**src/logic/tds_pkg.sv**
```systemverilog
/*
 * Package for the tape drive status byte block: bit positions, byte indices,
 * command codes and reset values.
 * Assumes one 50 MHz clock and an 8-bit parallel handshake bus.
 */
package tds_pkg;
	// ****************************************************************
	// Flag byte bit positions
	// ****************************************************************
	localparam int HI_RESET_SEEN   = 0;
	localparam int HI_AT_BOT       = 3;
	localparam int HI_MANY_RETRY   = 4;
	localparam int HI_NO_DATA      = 5;
	localparam int HI_ILLEGAL_CMD  = 6;
	localparam int LO_FILE_MARK    = 0;
	localparam int LO_MARKER_LOST  = 1;
	localparam int LO_HARD_ERROR   = 2;
	localparam int LO_END_MEDIA    = 3;
	localparam int LO_WR_PROTECT   = 4;
	localparam int LO_NOT_ONLINE   = 5;
	localparam int LO_NO_CARTRIDGE = 6;
	localparam int SUMMARY_BIT     = 7;

	// ****************************************************************
	// Byte order on the bus, and widths
	// ****************************************************************
	localparam logic [2:0] BYTE_FLAGS_LOW  = 3'h0;
	localparam logic [2:0] BYTE_FLAGS_HIGH = 3'h1;
	localparam logic [2:0] BYTE_SOFT_HIGH  = 3'h2;
	localparam logic [2:0] BYTE_SOFT_LOW   = 3'h3;
	localparam logic [2:0] BYTE_UNDR_HIGH  = 3'h4;
	localparam logic [2:0] BYTE_UNDR_LOW   = 3'h5;
	localparam logic [2:0] BYTE_LAST       = 3'h5;
	localparam int         COUNT_W         = 16;
	localparam logic [7:0] FLAGS_RESET     = 8'h00;
	localparam logic [15:0] COUNT_RESET    = 16'h0000;

	// ****************************************************************
	// Command codes
	// ****************************************************************
	localparam logic [2:0] CT_SELECT   = 3'h0;
	localparam logic [2:0] CT_POSITION = 3'h1;
	localparam logic [7:0] CMD_BOT       = 8'h21;
	localparam logic [7:0] CMD_ERASE     = 8'h22;
	localparam logic [7:0] CMD_RETENSION = 8'h24;
	localparam logic [7:0] CMD_WRITE     = 8'h40;
	localparam logic [7:0] CMD_WRITE_FM  = 8'h60;
	localparam logic [7:0] CMD_READ      = 8'h80;
	localparam logic [7:0] CMD_READ_FM   = 8'hA0;
	localparam logic [7:0] CMD_STATUS    = 8'hC0;

	// ****************************************************************
	// Timing and thresholds
	// ****************************************************************
	localparam int RETRY_WARN   = 8;
	localparam int RETRY_HARD   = 16;
	localparam int NODATA_BLKS  = 32;
	localparam int BLOCK_TIME_US = 10;
	localparam int CLK_MHZ      = 50;
	localparam int NODATA_CYCLES = NODATA_BLKS * BLOCK_TIME_US * CLK_MHZ;

	typedef enum logic [1:0] {
		ST_IDLE  = 2'b00,
		ST_SHOW  = 2'b01,
		ST_HOLD  = 2'b11,
		ST_DONE  = 2'b10
	} tds_state_t;
endpackage : tds_pkg

```
**src/logic/tds_status.sv**
```systemverilog
/*
 * Status byte logic: two flag bytes, soft error and underrun counters, and
 * the byte-by-byte status read handshake toward the host controller.
 * Assumes the tape engine gives one-cycle event pulses on clk, command
 * decode hands over each accepted command byte, and host lines are async.
 */
`timescale 1ns/100ps
module tds_status
	import tds_pkg::*;
#(
	parameter int NODATA_TIMEOUT = NODATA_CYCLES
)(
	// Clock and reset
	input  wire logic       clk,
	input  wire logic       sys_rst,
	// Host handshake pins, active low request
	input  wire logic       hostRequest_n,
	output logic            devReady_n,
	output logic            devToHost_n,
	output logic            alert_n,
	output logic [7:0]      statusData,
	// Accepted command byte from decode
	input  wire logic       cmdValid,
	input  wire logic [7:0] cmdCode,
	// Drive condition levels
	input  wire logic       atBot,
	input  wire logic       atEndMedia,
	input  wire logic       writeProtect,
	input  wire logic       driveOffline,
	input  wire logic       noCartridge,
	input  wire logic       onlineLine,
	input  wire logic       writeSeq,
	input  wire logic       readSeq,
	input  wire logic       driveSelected,
	// Tape engine event pulses, and the block search level
	input  wire logic       blockRetry,
	input  wire logic       blockDone,
	input  wire logic       blockSearch,
	input  wire logic       blockFound,
	input  wire logic       fileMarkSeen,
	input  wire logic       markerLost,
	input  wire logic       rewriteBlock,
	input  wire logic       readRetryBlock,
	input  wire logic       writeStall,
	input  wire logic       readStall,
	// Busy while status bytes are on the bus
	output logic            statusBusy
);
	initial
	begin
		if (NODATA_TIMEOUT < 1)
			$error("NODATA_TIMEOUT must be positive");
	end

	// ****************************************************************
	// Request pin synchroniser
	// ****************************************************************
	logic reqMeta_r;
	logic reqSync_r;
	always_ff @(posedge clk)
	begin
		reqMeta_r <= ~hostRequest_n;
		reqSync_r <= reqMeta_r;
	end

	// ****************************************************************
	// Status read sequencer
	// ****************************************************************
	tds_state_t state_r;
	logic [2:0] byteIdx_r;
	logic       readDone;
	logic       startRead;
	assign startRead = cmdValid && (cmdCode == CMD_STATUS) && (state_r == ST_IDLE);
	assign readDone  = (state_r == ST_DONE);

	always_ff @(posedge clk)
	begin
		if (sys_rst)
		begin
			state_r   <= ST_IDLE;
			byteIdx_r <= BYTE_FLAGS_LOW;
		end
		else
		begin
			case (state_r)
				ST_IDLE:
				begin
					byteIdx_r <= BYTE_FLAGS_LOW;
					if (startRead)
						state_r <= ST_SHOW;
				end
				ST_SHOW:
				begin
					if (reqSync_r)
						state_r <= ST_HOLD;
				end
				ST_HOLD:
				begin
					if (!reqSync_r)
					begin
						if (byteIdx_r == BYTE_LAST)
							state_r <= ST_DONE;
						else
						begin
							byteIdx_r <= byteIdx_r + 3'h1;
							state_r   <= ST_SHOW;
						end
					end
				end
				ST_DONE:
					state_r <= ST_IDLE;
				default:
					state_r <= ST_IDLE;
			endcase
		end
	end

	// ****************************************************************
	// Command checks
	// ****************************************************************
	logic illegalCmd;
	logic selOneHot;
	assign selOneHot = (cmdCode[3:0] == 4'h1) || (cmdCode[3:0] == 4'h2) ||
		(cmdCode[3:0] == 4'h4) || (cmdCode[3:0] == 4'h8);
	always_comb
	begin
		illegalCmd = 1'b0;
		if (cmdValid && cmdCode != CMD_STATUS)
		begin
			if (cmdCode[7:5] == CT_SELECT && (!selOneHot || cmdCode[7:5] != CT_SELECT))
				illegalCmd = 1'b1;
			if (cmdCode[7:5] == CT_SELECT && driveSelected && !atBot)
				illegalCmd = 1'b1;
			if (cmdCode[7:5] == CT_POSITION && cmdCode != CMD_BOT &&
				cmdCode != CMD_ERASE && cmdCode != CMD_RETENSION)
				illegalCmd = 1'b1;
			if (!onlineLine && (cmdCode == CMD_WRITE || cmdCode == CMD_WRITE_FM ||
				cmdCode == CMD_READ || cmdCode == CMD_READ_FM))
				illegalCmd = 1'b1;
			if (writeSeq && cmdCode != CMD_WRITE && cmdCode != CMD_WRITE_FM)
				illegalCmd = 1'b1;
			if (readSeq && cmdCode != CMD_READ && cmdCode != CMD_READ_FM)
				illegalCmd = 1'b1;
		end
	end

	// ****************************************************************
	// Retry and no-data timing
	// ****************************************************************
	logic [4:0]  retryCnt_r;
	logic        retryWarn;
	logic        retryHard;
	logic [31:0] searchCnt_r;
	logic        noDataHit;
	assign retryWarn = blockRetry && (retryCnt_r == 5'(RETRY_WARN - 1));
	assign retryHard = blockRetry && (retryCnt_r == 5'(RETRY_HARD - 1));
	assign noDataHit = blockSearch && !blockFound && (searchCnt_r == 32'(NODATA_TIMEOUT - 1));

	always_ff @(posedge clk)
	begin
		if (sys_rst || blockDone)
			retryCnt_r <= 5'h00;
		else if (blockRetry && retryCnt_r != 5'h1F)
			retryCnt_r <= retryCnt_r + 5'h01;
	end

	// Counter stops at the limit so one search reports once
	always_ff @(posedge clk)
	begin
		if (sys_rst || !blockSearch || blockFound)
			searchCnt_r <= 32'h0;
		else if (searchCnt_r != 32'(NODATA_TIMEOUT))
			searchCnt_r <= searchCnt_r + 32'h1;
	end

	// ****************************************************************
	// Sticky flags: set wins over the read clear
	// ****************************************************************
	logic [7:0] hiSticky_r;
	logic [7:0] loSticky_r;
	logic       endMedia_r;
	always_ff @(posedge clk)
	begin
		if (sys_rst)
			hiSticky_r <= 8'h01;
		else
		begin
			hiSticky_r[HI_RESET_SEEN]  <= hiSticky_r[HI_RESET_SEEN] && !readDone;
			hiSticky_r[HI_MANY_RETRY]  <= retryWarn || (hiSticky_r[HI_MANY_RETRY] && !readDone);
			hiSticky_r[HI_NO_DATA]     <= noDataHit || (hiSticky_r[HI_NO_DATA] && !readDone);
			hiSticky_r[HI_ILLEGAL_CMD] <= illegalCmd || (hiSticky_r[HI_ILLEGAL_CMD] && !readDone);
		end
	end

	always_ff @(posedge clk)
	begin
		if (sys_rst)
			loSticky_r <= FLAGS_RESET;
		else
		begin
			loSticky_r[LO_FILE_MARK]   <= (fileMarkSeen && (readSeq || blockSearch)) ||
				(loSticky_r[LO_FILE_MARK] && !readDone);
			loSticky_r[LO_MARKER_LOST] <= markerLost || (loSticky_r[LO_MARKER_LOST] && !readDone);
			loSticky_r[LO_HARD_ERROR]  <= retryHard || (loSticky_r[LO_HARD_ERROR] && !readDone);
		end
	end

	// End of media only latches while writing, drops when leaving the zone
	always_ff @(posedge clk)
	begin
		if (sys_rst || !atEndMedia)
			endMedia_r <= 1'b0;
		else if (writeSeq)
			endMedia_r <= 1'b1;
	end

	// ****************************************************************
	// Soft error and underrun counters
	// ****************************************************************
	logic [COUNT_W-1:0] softCnt_r;
	logic [COUNT_W-1:0] undrCnt_r;
	logic               softInc;
	logic               undrInc;
	assign softInc = (writeSeq && rewriteBlock) || (readSeq && readRetryBlock);
	assign undrInc = (writeSeq && writeStall) || (readSeq && readStall);

	// Counts saturate rather than wrap, so a long run never looks clean
	always_ff @(posedge clk)
	begin
		if (sys_rst)
			softCnt_r <= COUNT_RESET;
		else if (readDone)
			softCnt_r <= softInc ? 16'h0001 : COUNT_RESET;
		else if (softInc && softCnt_r != 16'hFFFF)
			softCnt_r <= softCnt_r + 16'h0001;
	end

	always_ff @(posedge clk)
	begin
		if (sys_rst)
			undrCnt_r <= COUNT_RESET;
		else if (readDone)
			undrCnt_r <= undrInc ? 16'h0001 : COUNT_RESET;
		else if (undrInc && undrCnt_r != 16'hFFFF)
			undrCnt_r <= undrCnt_r + 16'h0001;
	end

	// ****************************************************************
	// Byte assembly and outputs
	// ****************************************************************
	logic [7:0] hiByte;
	logic [7:0] loByte;
	always_comb
	begin
		hiByte = 8'h00;
		hiByte[HI_RESET_SEEN]  = hiSticky_r[HI_RESET_SEEN];
		hiByte[HI_AT_BOT]      = atBot;
		hiByte[HI_MANY_RETRY]  = hiSticky_r[HI_MANY_RETRY];
		hiByte[HI_NO_DATA]     = hiSticky_r[HI_NO_DATA];
		hiByte[HI_ILLEGAL_CMD] = hiSticky_r[HI_ILLEGAL_CMD];
		hiByte[SUMMARY_BIT]    = |hiByte[6:0];
		loByte = 8'h00;
		loByte[2:0]             = loSticky_r[2:0];
		loByte[LO_END_MEDIA]    = endMedia_r;
		loByte[LO_WR_PROTECT]   = writeProtect;
		loByte[LO_NOT_ONLINE]   = driveOffline;
		loByte[LO_NO_CARTRIDGE] = noCartridge;
		loByte[SUMMARY_BIT]     = |loByte[6:0];
	end

	always_ff @(posedge clk)
	begin
		if (sys_rst)
			statusData <= 8'h00;
		else
		begin
			case (byteIdx_r)
				BYTE_FLAGS_LOW:  statusData <= loByte;
				BYTE_FLAGS_HIGH: statusData <= hiByte;
				BYTE_SOFT_HIGH:  statusData <= softCnt_r[15:8];
				BYTE_SOFT_LOW:   statusData <= softCnt_r[7:0];
				BYTE_UNDR_HIGH:  statusData <= undrCnt_r[15:8];
				BYTE_UNDR_LOW:   statusData <= undrCnt_r[7:0];
				default:         statusData <= 8'h00;
			endcase
		end
	end

	// Beginning of tape stays out of the alert term
	assign alert_n     = ~(|hiByte[6:4] || hiByte[HI_RESET_SEEN] || loByte[SUMMARY_BIT]) ||
		(state_r != ST_IDLE);
	assign devReady_n  = ~(state_r == ST_SHOW);
	assign devToHost_n = ~(state_r == ST_SHOW || state_r == ST_HOLD);
	assign statusBusy  = (state_r != ST_IDLE);
endmodule : tds_status

```
**config.mk**
```make
export PLATFORM = sky130hd
export DESIGN_NAME = tds_status
export DESIGN_NICKNAME = d
export VERILOG_FILES = /design/src/logic/tds_pkg.sv /design/src/logic/tds_status.sv
export SDC_FILE = /design/constraint.sdc
export NUM_CORES = 1
export LEC_CHECK = 0
export ABC_AREA = 1
export BUFFER_PORTS_ARGS = -buffer_cell sky130_fd_sc_hd__buf_2
export CORE_ASPECT_RATIO = 0.9
export CORE_MARGIN = 4
export CORE_UTILIZATION = 55
export CTS_BUF_LIST = sky130_fd_sc_hd__clkbuf_8
export DETAILED_ROUTE_END_ITERATION = 12
export GPL_TIMING_DRIVEN = 0
export PLACE_DENSITY = 0.77
export SYNTH_ARGS = -nofsm -noshare
export SYNTH_HDL_FRONTEND = slang
export SYNTH_SLANG_ARGS = --single-unit
```
**constraint.sdc**
```tcl
create_clock -name clk -period 1.55 [get_ports clk]
set_input_delay 0.31 -clock clk [delete_from_list [all_inputs] [get_ports clk]]
set_output_delay 0.31 -clock clk [all_outputs]
set_load 0.02 [all_outputs]
```
==> impl_metrics.py, run 1 <==
metrics = {
    "floorplanning": {
        "io_pins": 43,
        "die_w_um": 111.1,
        "initial_utilization_pct": 57.10,
        "die_height_um": 100.8,
        "die_area_um2": 11190,
        "core_area_um2": 9208,
        "core.rowCount": 33,
    },
    "placement": {
        "portBuffers": 41,
        "gp_congestion": 0.9013,
        "dp_hpwl_um": 10230,
    },
    "clocking": {
        "h-tree-depth": 3,
        "clk_pin_slew_ns": 0.10,
        "clock_path_buffers": 2,
        "cts_root_buf": "clkbuf_8",
        "tritoncts": "yes",
        "cts_hold_buf": 0,
        "clock_latency_ns": 0.37,
        "cts_sinks": 92,
        "cts_buffers": 9,
    },
    "power": {
        "p_leak_nw": 2.566,
        "p_switching_mw": 1.182,
        "powerDensity_nw_per_um2": 763.3,
        "p_sw_share_pct": 24.28,
        "pwr-share-seq_pct": 49.9,
        "clkPwrFrac_pct": 41.4,
        "vdd_drop_max_mv": 0.6686,
        "internal_power_mw": 3.688,
        "power_frac_comb_pct": 8.7,
    },
    "cells_and_area": {
        "nets": 965,
        "syn2layout_area_growth_pct": 21.35,
        "mostFrequentLayoutCell": "nand2_1",
        "layout_common_cells": "nand2_1 (205), nor2_1 (152), inv_1 (109), dfxtp_1 (72), buf_2 (47)",
        "seqCellArea_um2": 1874,
        "n_fill_cell": 787,
        "multiInputGateArea_um2": 3104,
        "antenna_cells": 0,
        "fin_util_pct": 69.29,
        "drive_gt1_share_pct": 22.22,
    },
    "sta": {
        "setup_ws_ns": -0.05720,
        "final_max_slew_viol_count": 0,
        "max_slew_margin_pct": 66.12,
        "rsz0062_at_grt": "yes",
        "tns_ns": -0.05720,
        "finalCritPeriodShare_pct": 103.7,
        "fmax_mhz": 622.2,
        "worst_pin_slew_ns": 0.5081,
        "fin_skew_ns": 0.01159,
        "finalWorstPathRequiredPeriod_ns": 1.607,
        "hold_viol": 0,
        "setup_viol": 1,
    },
    "grt": {
        "track_usage_pct": 24.49,
        "grt_pass1_vias": 5047,
        "antenna_found_initial": 0,
        "gr-total-overflow": 0,
        "grt_pass1_wl_um": 22490,
        "grt_max_degree": 16,
    },
    "setup_path": {
        "crit_start": "loSticky_r[0]$_SDFF_PP0_",
        "timing.critical_path.from_type": "flop",
        "crit_type": "flop to output pin",
        "r2r_start": "retryCnt_r[1]$_SDFFE_PP0P_",
        "cp-end-kind": "output pin",
        "rrSetupSlack_ns": 0.05,
        "reg2reg_depth": 9,
        "cp.required_ns": 1.24,
        "regToRegEndpoint": "retryCnt_r[3]$_SDFFE_PP0P_",
        "path_max_fanout": 3,
        "arrival_ns": 1.30,
    },
    "yosys": {
        "yosys_most_used_dff": "dfxtp_1",
        "synth_edf_count": 0,
        "synthDistinctLibCells": 39,
        "syn_area_um2": 5258,
        "yosys_warnings": 0,
        "syn-num-nets": 879,
        "syn_avg_cell_area_um2": 6.289,
        "ys_seq_elements": 92,
        "yosysSeqAreaShare_pct": 35.03,
        "synthCells": 836,
        "synthArstFlopShare_pct": 0,
    },
    "detailed_routing": {
        "wire_per_inst_um": 13.63,
        "drc": 0,
        "via_per_inst": 5.262,
        "drtIter0Drc": 437,
        "ant_nets": 0,
        "routed_wl_um": 14300,
        "drt-pass1-iter-count": 6,
        "vias": 5520,
    },
    "min_path": {
        "min_path_cells": 2,
        "hp-class": "input pin to flop",
        "worstHoldStart": "hostRequest_n",
        "holdPathEnd": "reqMeta_r$_DFF_P_",
    },
    "run": {
        "maxCapViolCount": 0,
    },
    "status": {
        "violations": "negative setup slack",
        "status": "complete, but fails checks",
    },
}
## repair_timing
action                     in CTS  in global routing
pin swaps                       5                 20
gates cloned                    0                  2
resized for setup              27                 71
setup buffers                  13                 20
setup endpoints to repair      19                 65
## cell families (layout without fill, tap and decap cells)
logic type | after synthesis | in the layout | synth area share (%)
buffers and inverters | 134 | 225 | 10.07
DFF | 92 | 92 | 35.03
adders and majority gates | 12 | 12 | 2.856
xor gates and xnor gates | 2 | 2 | 0.3332
and+or+nand+nor | 492 | 492 | 40.53
AOI/OAI and AO/OA | 104 | 104 | 11.19
## worst max-delay path, stage by stage, from the launching register on
cell and delay, ns:
dfxtp_1 0.32, inv_2 0.10, nand3_4 0.09, o31ai_2 0.24
buf_4 0.18
## stage by stage
| stage | worst slack [ns] | std cells | power (mW) | area, um2 | hold WS (ns) |
|---|---|---|---|---|---|
| 3_5_place_dp | -0.2034 | 999 | 2.817 | 5615 | 0.3121 |
| 3_3_place_gp | -0.09578 | 999 | 2.805 | 5615 | 0.3098 |
| 5_1_grt | -0.1201 | 1049 | 5.015 | 6380 | 0.08556 |
| 2_1_floorplan | 0.03133 | 836 | 2.691 | 5258 | 0.3096 |
| 6_report | -0.05720 | 1049 | 4.870 | 6380 | 0.09967 |
| 4_1_cts | -0.07129 | 1028 | 4.805 | 6012 | 0.08558 |
## how the worst max path moves through the flow
stage                                  to  slack [ns]  cells after the start
6_report                          alert_n       -0.06                      4
5_1_grt                           alert_n       -0.12                      4
4_1_cts                           alert_n       -0.07                      4
3_5_place_dp    byteIdx_r[2]$_SDFFE_PP0P_       -0.20                      8
3_3_place_gp   retryCnt_r[3]$_SDFFE_PP0P_        -0.1                      9
2_1_floorplan  retryCnt_r[3]$_SDFFE_PP0P_        0.03                      9
## registers in the layout, indices dropped and copies added (netlist names)
register and count:
retryCnt_r 5, searchCnt_r 32, statusData 8, reqMeta_r 1
hiSticky_r 4, endMedia_r 1, byteIdx_r 3, softCnt_r 16
state_r 2, loSticky_r 3, reqSync_r 1, undrCnt_r 16
## layer usage
| layer | up-vias | track usage [%] | share of wire (%) |
|---|---|---|---|
| met3 | 27 | 5.342 | 5.5 |
| met4 | 0 | 7.764 | 1.6 |
| met2 | 158 | 44.40 | 50 |
| li1 | 2811 | - | - |
| met1 | 2524 | 29.18 | 43 |
| met5 | - | 0 | 0 |
## cells in the mapped netlist, drive strengths merged (2+ instances only)
cell type,n,area [um2]
a211oi,2,15.01
or2,2,12.52
nand3,52,287.8
nand4,12,75.07
inv,123,461.7
nor3,19,100.1
nand3b,2,15.01
o21a,4,30.03
nor2,181,762.0
ha,12,150.1
nand2,220,850.8
buf,9,60.06
o22ai,14,87.58
a21oi,38,190.2
nor3b,2,15.01
dfxtp,92,1842
o21ai,43,241.5
nor4,2,12.51
## final cells by class
type                            instances  share of cell area [%]
Timing Repair Buffer                   75                   7.276
Buffer                                 10                   1.000
Tap cell                              122                   2.393
Clock inverter                          6                   1.745
Multi-Input combinational cell        610                   48.66
Inverter                              124                   7.394
Sequential cell                        92                   29.38
Clock buffer                           10                   2.157
## power by group through the flow
stage / combinational, mW / clock [mW] / sequential [mW]
4_1_cts: 0.361 / 2.02 / 2.42
2_1_floorplan: 0.203 / 0 / 2.49
3_3_place_gp: 0.327 / 0 / 2.48
5_1_grt: 0.466 / 2.12 / 2.43
3_5_place_dp: 0.337 / 0 / 2.48
6_report: 0.423 / 2.02 / 2.43
Note: power is estimated with default switching activity, not from simulation.
==> inputs of run 2 (changes only) <==
--- a/config.mk
+++ b/config.mk
@@ -5,7 +5,6 @@
 export SDC_FILE = /design/constraint.sdc
 export NUM_CORES = 1
 export LEC_CHECK = 0
-export ABC_AREA = 1
 export BUFFER_PORTS_ARGS = -buffer_cell sky130_fd_sc_hd__buf_2
 export CORE_ASPECT_RATIO = 0.9
 export CORE_MARGIN = 4
@@ -13,7 +12,7 @@
 export CTS_BUF_LIST = sky130_fd_sc_hd__clkbuf_8
 export DETAILED_ROUTE_END_ITERATION = 12
 export GPL_TIMING_DRIVEN = 0
-export PLACE_DENSITY = 0.77
+export PLACE_DENSITY = 0.78
 export SYNTH_ARGS = -nofsm -noshare
 export SYNTH_HDL_FRONTEND = slang
 export SYNTH_SLANG_ARGS = --single-unit
==> impl_metrics.py, run 2 <==
metrics = {
    "status": {
        "status": "complete, but fails checks",
        "violations": "negative setup slack",
    },
    "cells_and_area": {
        "top_regs": "searchCnt_r x32, softCnt_r x16, undrCnt_r x16",
        "largest_reg_flops": 32,
        "final_cells": 792,
        "nets": 715,
        "n_fill_cell": 454,
        "drive_gt1_share_pct": 44.76,
        "mostFrequentLayoutCell": "nor2_1",
        "layout_common_cells": "nor2_1 (75), buf_4 (67), buf_2 (41), dfxtp_1 (37)",
        "antenna_cells": 0,
        "syn2layout_area_growth_pct": 43.22,
        "regMostFlops": "searchCnt_r",
    },
    "power": {
        "internal_power_mw": 3.129,
        "power_frac_comb_pct": 8.2,
        "vdd_drop_max_mv": 0.5491,
        "p_leak_nw": 2.654,
        "p_switching_mw": 1.123,
        "p_sw_share_pct": 26.41,
        "powerDensity_nw_per_um2": 631.9,
        "clkPwrFrac_pct": 35.5,
        "pwr-share-seq_pct": 56.3,
    },
    "setup_path": {
        "crit_chain": "or4_4, o21ai_4, buf_6",
        "r2r_start": "searchCnt_r[17]$_SDFFE_PP0P_",
        "rrSetupSlack_ns": -0.19,
        "reg2reg_depth": 5,
        "cp_slowest_cell": "or4_4",
        "cpPeakStageDelay_ns": 0.56,
        "critical_path.top_delay_family": "simple AND/OR/NAND/NOR gates",
        "crit_type": "flop to output pin",
        "crit_buf_inv": 1,
        "arrival_ns": 1.62,
        "cp-end-kind": "output pin",
        "path_max_fanout": 2,
        "regToRegEndpoint": "searchCnt_r[1]$_SDFFE_PP0P_",
        "cp.required_ns": 1.24,
        "timing.critical_path.from_type": "flop",
    },
    "clocking": {
        "clk_pin_slew_ns": 0.09,
        "cts_buffers": 9,
        "cts_sinks": 92,
        "clock_latency_ns": 0.38,
        "cts_hold_buf": 0,
        "cts_root_buf": "clkbuf_8",
        "clock_path_buffers": 2,
        "h-tree-depth": 3,
        "tritoncts": "yes",
    },
    "yosys": {
        "yosys_warnings": 0,
        "ys_seq_elements": 92,
        "synth_common_cells": "dfxtp_1 (92), nor2_1 (77), nand2_1 (32)",
        "yosys_most_used_dff": "dfxtp_1",
        "syn_avg_cell_area_um2": 8.527,
        "synth.top_cells.by_area": "dfxtp_1 (39%), nor2_1 (6.2%), xnor2_1 (4.8%)",
        "synth_most_common_cell": "dfxtp_1",
        "synthCells": 551,
        "synthDistinctLibCells": 64,
        "syn-num-nets": 594,
        "yosysTopAreaCellShare_pct": 39.20,
        "synthArstFlopShare_pct": 0,
        "synth_edf_count": 0,
        "synth_area_leader_cell": "dfxtp_1",
        "syn_area_um2": 4698,
        "yosysSeqAreaShare_pct": 39.20,
    },
    "placement": {
        "gp_congestion": 0.9480,
        "dp_cells": 706,
        "portBuffers": 40,
        "dp_hpwl_um": 8671,
    },
    "detailed_routing": {
        "ant_nets": 0,
        "routed_wl_um": 16080,
        "drc": 0,
        "drtIter0Drc": 447,
        "wire_per_inst_um": 20.31,
        "via_per_inst": 6.290,
        "vias": 4982,
        "drt-pass1-iter-count": 6,
    },
    "run": {
        "maxCapViolCount": 0,
    },
    "floorplanning": {
        "core.rowCount": 31,
        "die_area_um2": 10090,
        "io_pins": 43,
        "core_area_um2": 8184,
        "initial_utilization_pct": 57.41,
        "die_height_um": 95.68,
        "die_w_um": 105.4,
    },
    "min_path": {
        "worstHoldStart": "hostRequest_n",
        "hp-class": "input pin to flop",
        "min_path_cells": 2,
        "holdPathEnd": "reqMeta_r$_DFF_P_",
    },
    "grt": {
        "gr-total-overflow": 0,
        "track_usage_pct": 27.57,
        "antenna_found_initial": 0,
        "grt_pass1_wl_um": 22160,
        "grt_pass1_vias": 4576,
        "grt_max_degree": 16,
    },
    "sta": {
        "finalWorstPathRequiredPeriod_ns": 1.930,
        "rsz0062_at_grt": "yes",
        "final_max_slew_viol_count": 0,
        "setup_viol": 33,
        "fin_hold_ws_ns": 0.06327,
        "tns_ns": -2.479,
        "fin_skew_ns": 0.01110,
        "finalCritPeriodShare_pct": 124.5,
        "worst_pin_slew_ns": 0.7412,
        "fmax_mhz": 518.2,
        "max_slew_margin_pct": 50.59,
        "setup_ws_ns": -0.3797,
        "hold_viol": 0,
    },
}
[run 2: cell count changes after synthesis, sizes merged, moves of 9 or more]
| cell | delta |
|---|---|
| xnor2 | +25 |
| xor2 | +23 |
| clkbuf | +18 |
| nand4 | +9 |
| nand2 | -187 |
| nor2 | -104 |
| nand3 | -27 |
| nor4 | +12 |
| and3 | +11 |
| o21ai | -31 |
| inv | -109 |
| o22ai | -14 |
| o211ai | +9 |
[run 2: how the worst max path moves through the flow]
| stage | cells past startpoint | from | end |
|---|---|---|---|
| floorplan | 6 | undrCnt_r[7]$_SDFFE_PP0P_ | undrCnt_r[3]$_SDFFE_PP0P_ |
| global placement | 6 | state_r[1]$_SDFFE_PP0P_ | softCnt_r[11]$_SDFFE_PP0P_ |
| detailed placement | 6 | state_r[1]$_SDFFE_PP0P_ | softCnt_r[12]$_SDFFE_PP0P_ |
| CTS | 3 | hiSticky_r[0]$_SDFF_PP1_ | alert_n |
| global route | 4 | loSticky_r[0]$_SDFF_PP0_ | alert_n |
| finish | 3 | hiSticky_r[0]$_SDFF_PP1_ | alert_n |
[run 2: timing repair]
action / CTS / global route
endpoints found under the setup margin: 71 / 72
pin swaps: 38 / 66
gates resized for setup: 143 / 93
cloned: 0 / 1
buffers inserted: 46 / 32
[run 2: logic make-up (layout without fill, tap and decap cells)]
logic type | count (synthesis) | after routing | share of synthesized area, %
simple gates | 252 | 252 | 28.60
xor+xnor | 50 | 50 | 9.321
mux | 11 | 11 | 2.423
fa+ha+maj | 12 | 12 | 3.196
buf+inv | 42 | 168 | 3.675
compound gates | 92 | 92 | 13.58
flops | 92 | 92 | 39.20
[run 2: area by class of cell]
type / instances / area, um2 / area share, %
timing repair buffer: 118 / 853.3 / 12.68
sequential: 92 / 1973 / 29.32
multi-input combinational: 417 / 3377 / 50.19
tap: 115 / 143.9 / 2.138
buffer: 19 / 142.6 / 2.120
clock inverter: 6 / 40.04 / 0.5950
clock buffer: 10 / 137.6 / 2.045
inverter: 15 / 61.31 / 0.9111
[run 2: metrics by stage]
| stage | setup WS, ns | util (%) | power [mW] | cell area [um2] |
|---|---|---|---|---|
| global placement | -0.3904 | 62.22 | 2.736 | 5092 |
| detailed placement | -0.4407 | 62.22 | 2.746 | 5092 |
| global route | -0.3974 | 82.22 | 4.383 | 6729 |
| floorplan | -0.08364 | - | 2.629 | 4748 |
| CTS | -0.3092 | 74.47 | 4.210 | 6095 |
| finish | -0.3797 | 82.22 | 4.252 | 6729 |
[run 2: routing by layer]
layer | GRT usage [%] | wire, um | vias up | share of wire, %
met2 | 48.30 | 8029 | 285 | 50
met4 | 15.41 | 874 | 0 | 5.4
met1 | 31.68 | 6018 | 2364 | 37
met5 | 0 | 0 | - | 0
li1 | - | - | 2242 | -
met3 | 5.687 | 1160 | 91 | 7.2
[run 2: power by group through the flow]
stage	registers [mW]	logic [mW]	clock network (mW)
after floorplan	2.49	0.144	0
after global placement	2.48	0.256	0
after global routing	2.40	0.372	1.61
after detailed placement	2.48	0.264	0
after CTS	2.40	0.303	1.51
final	2.39	0.349	1.51
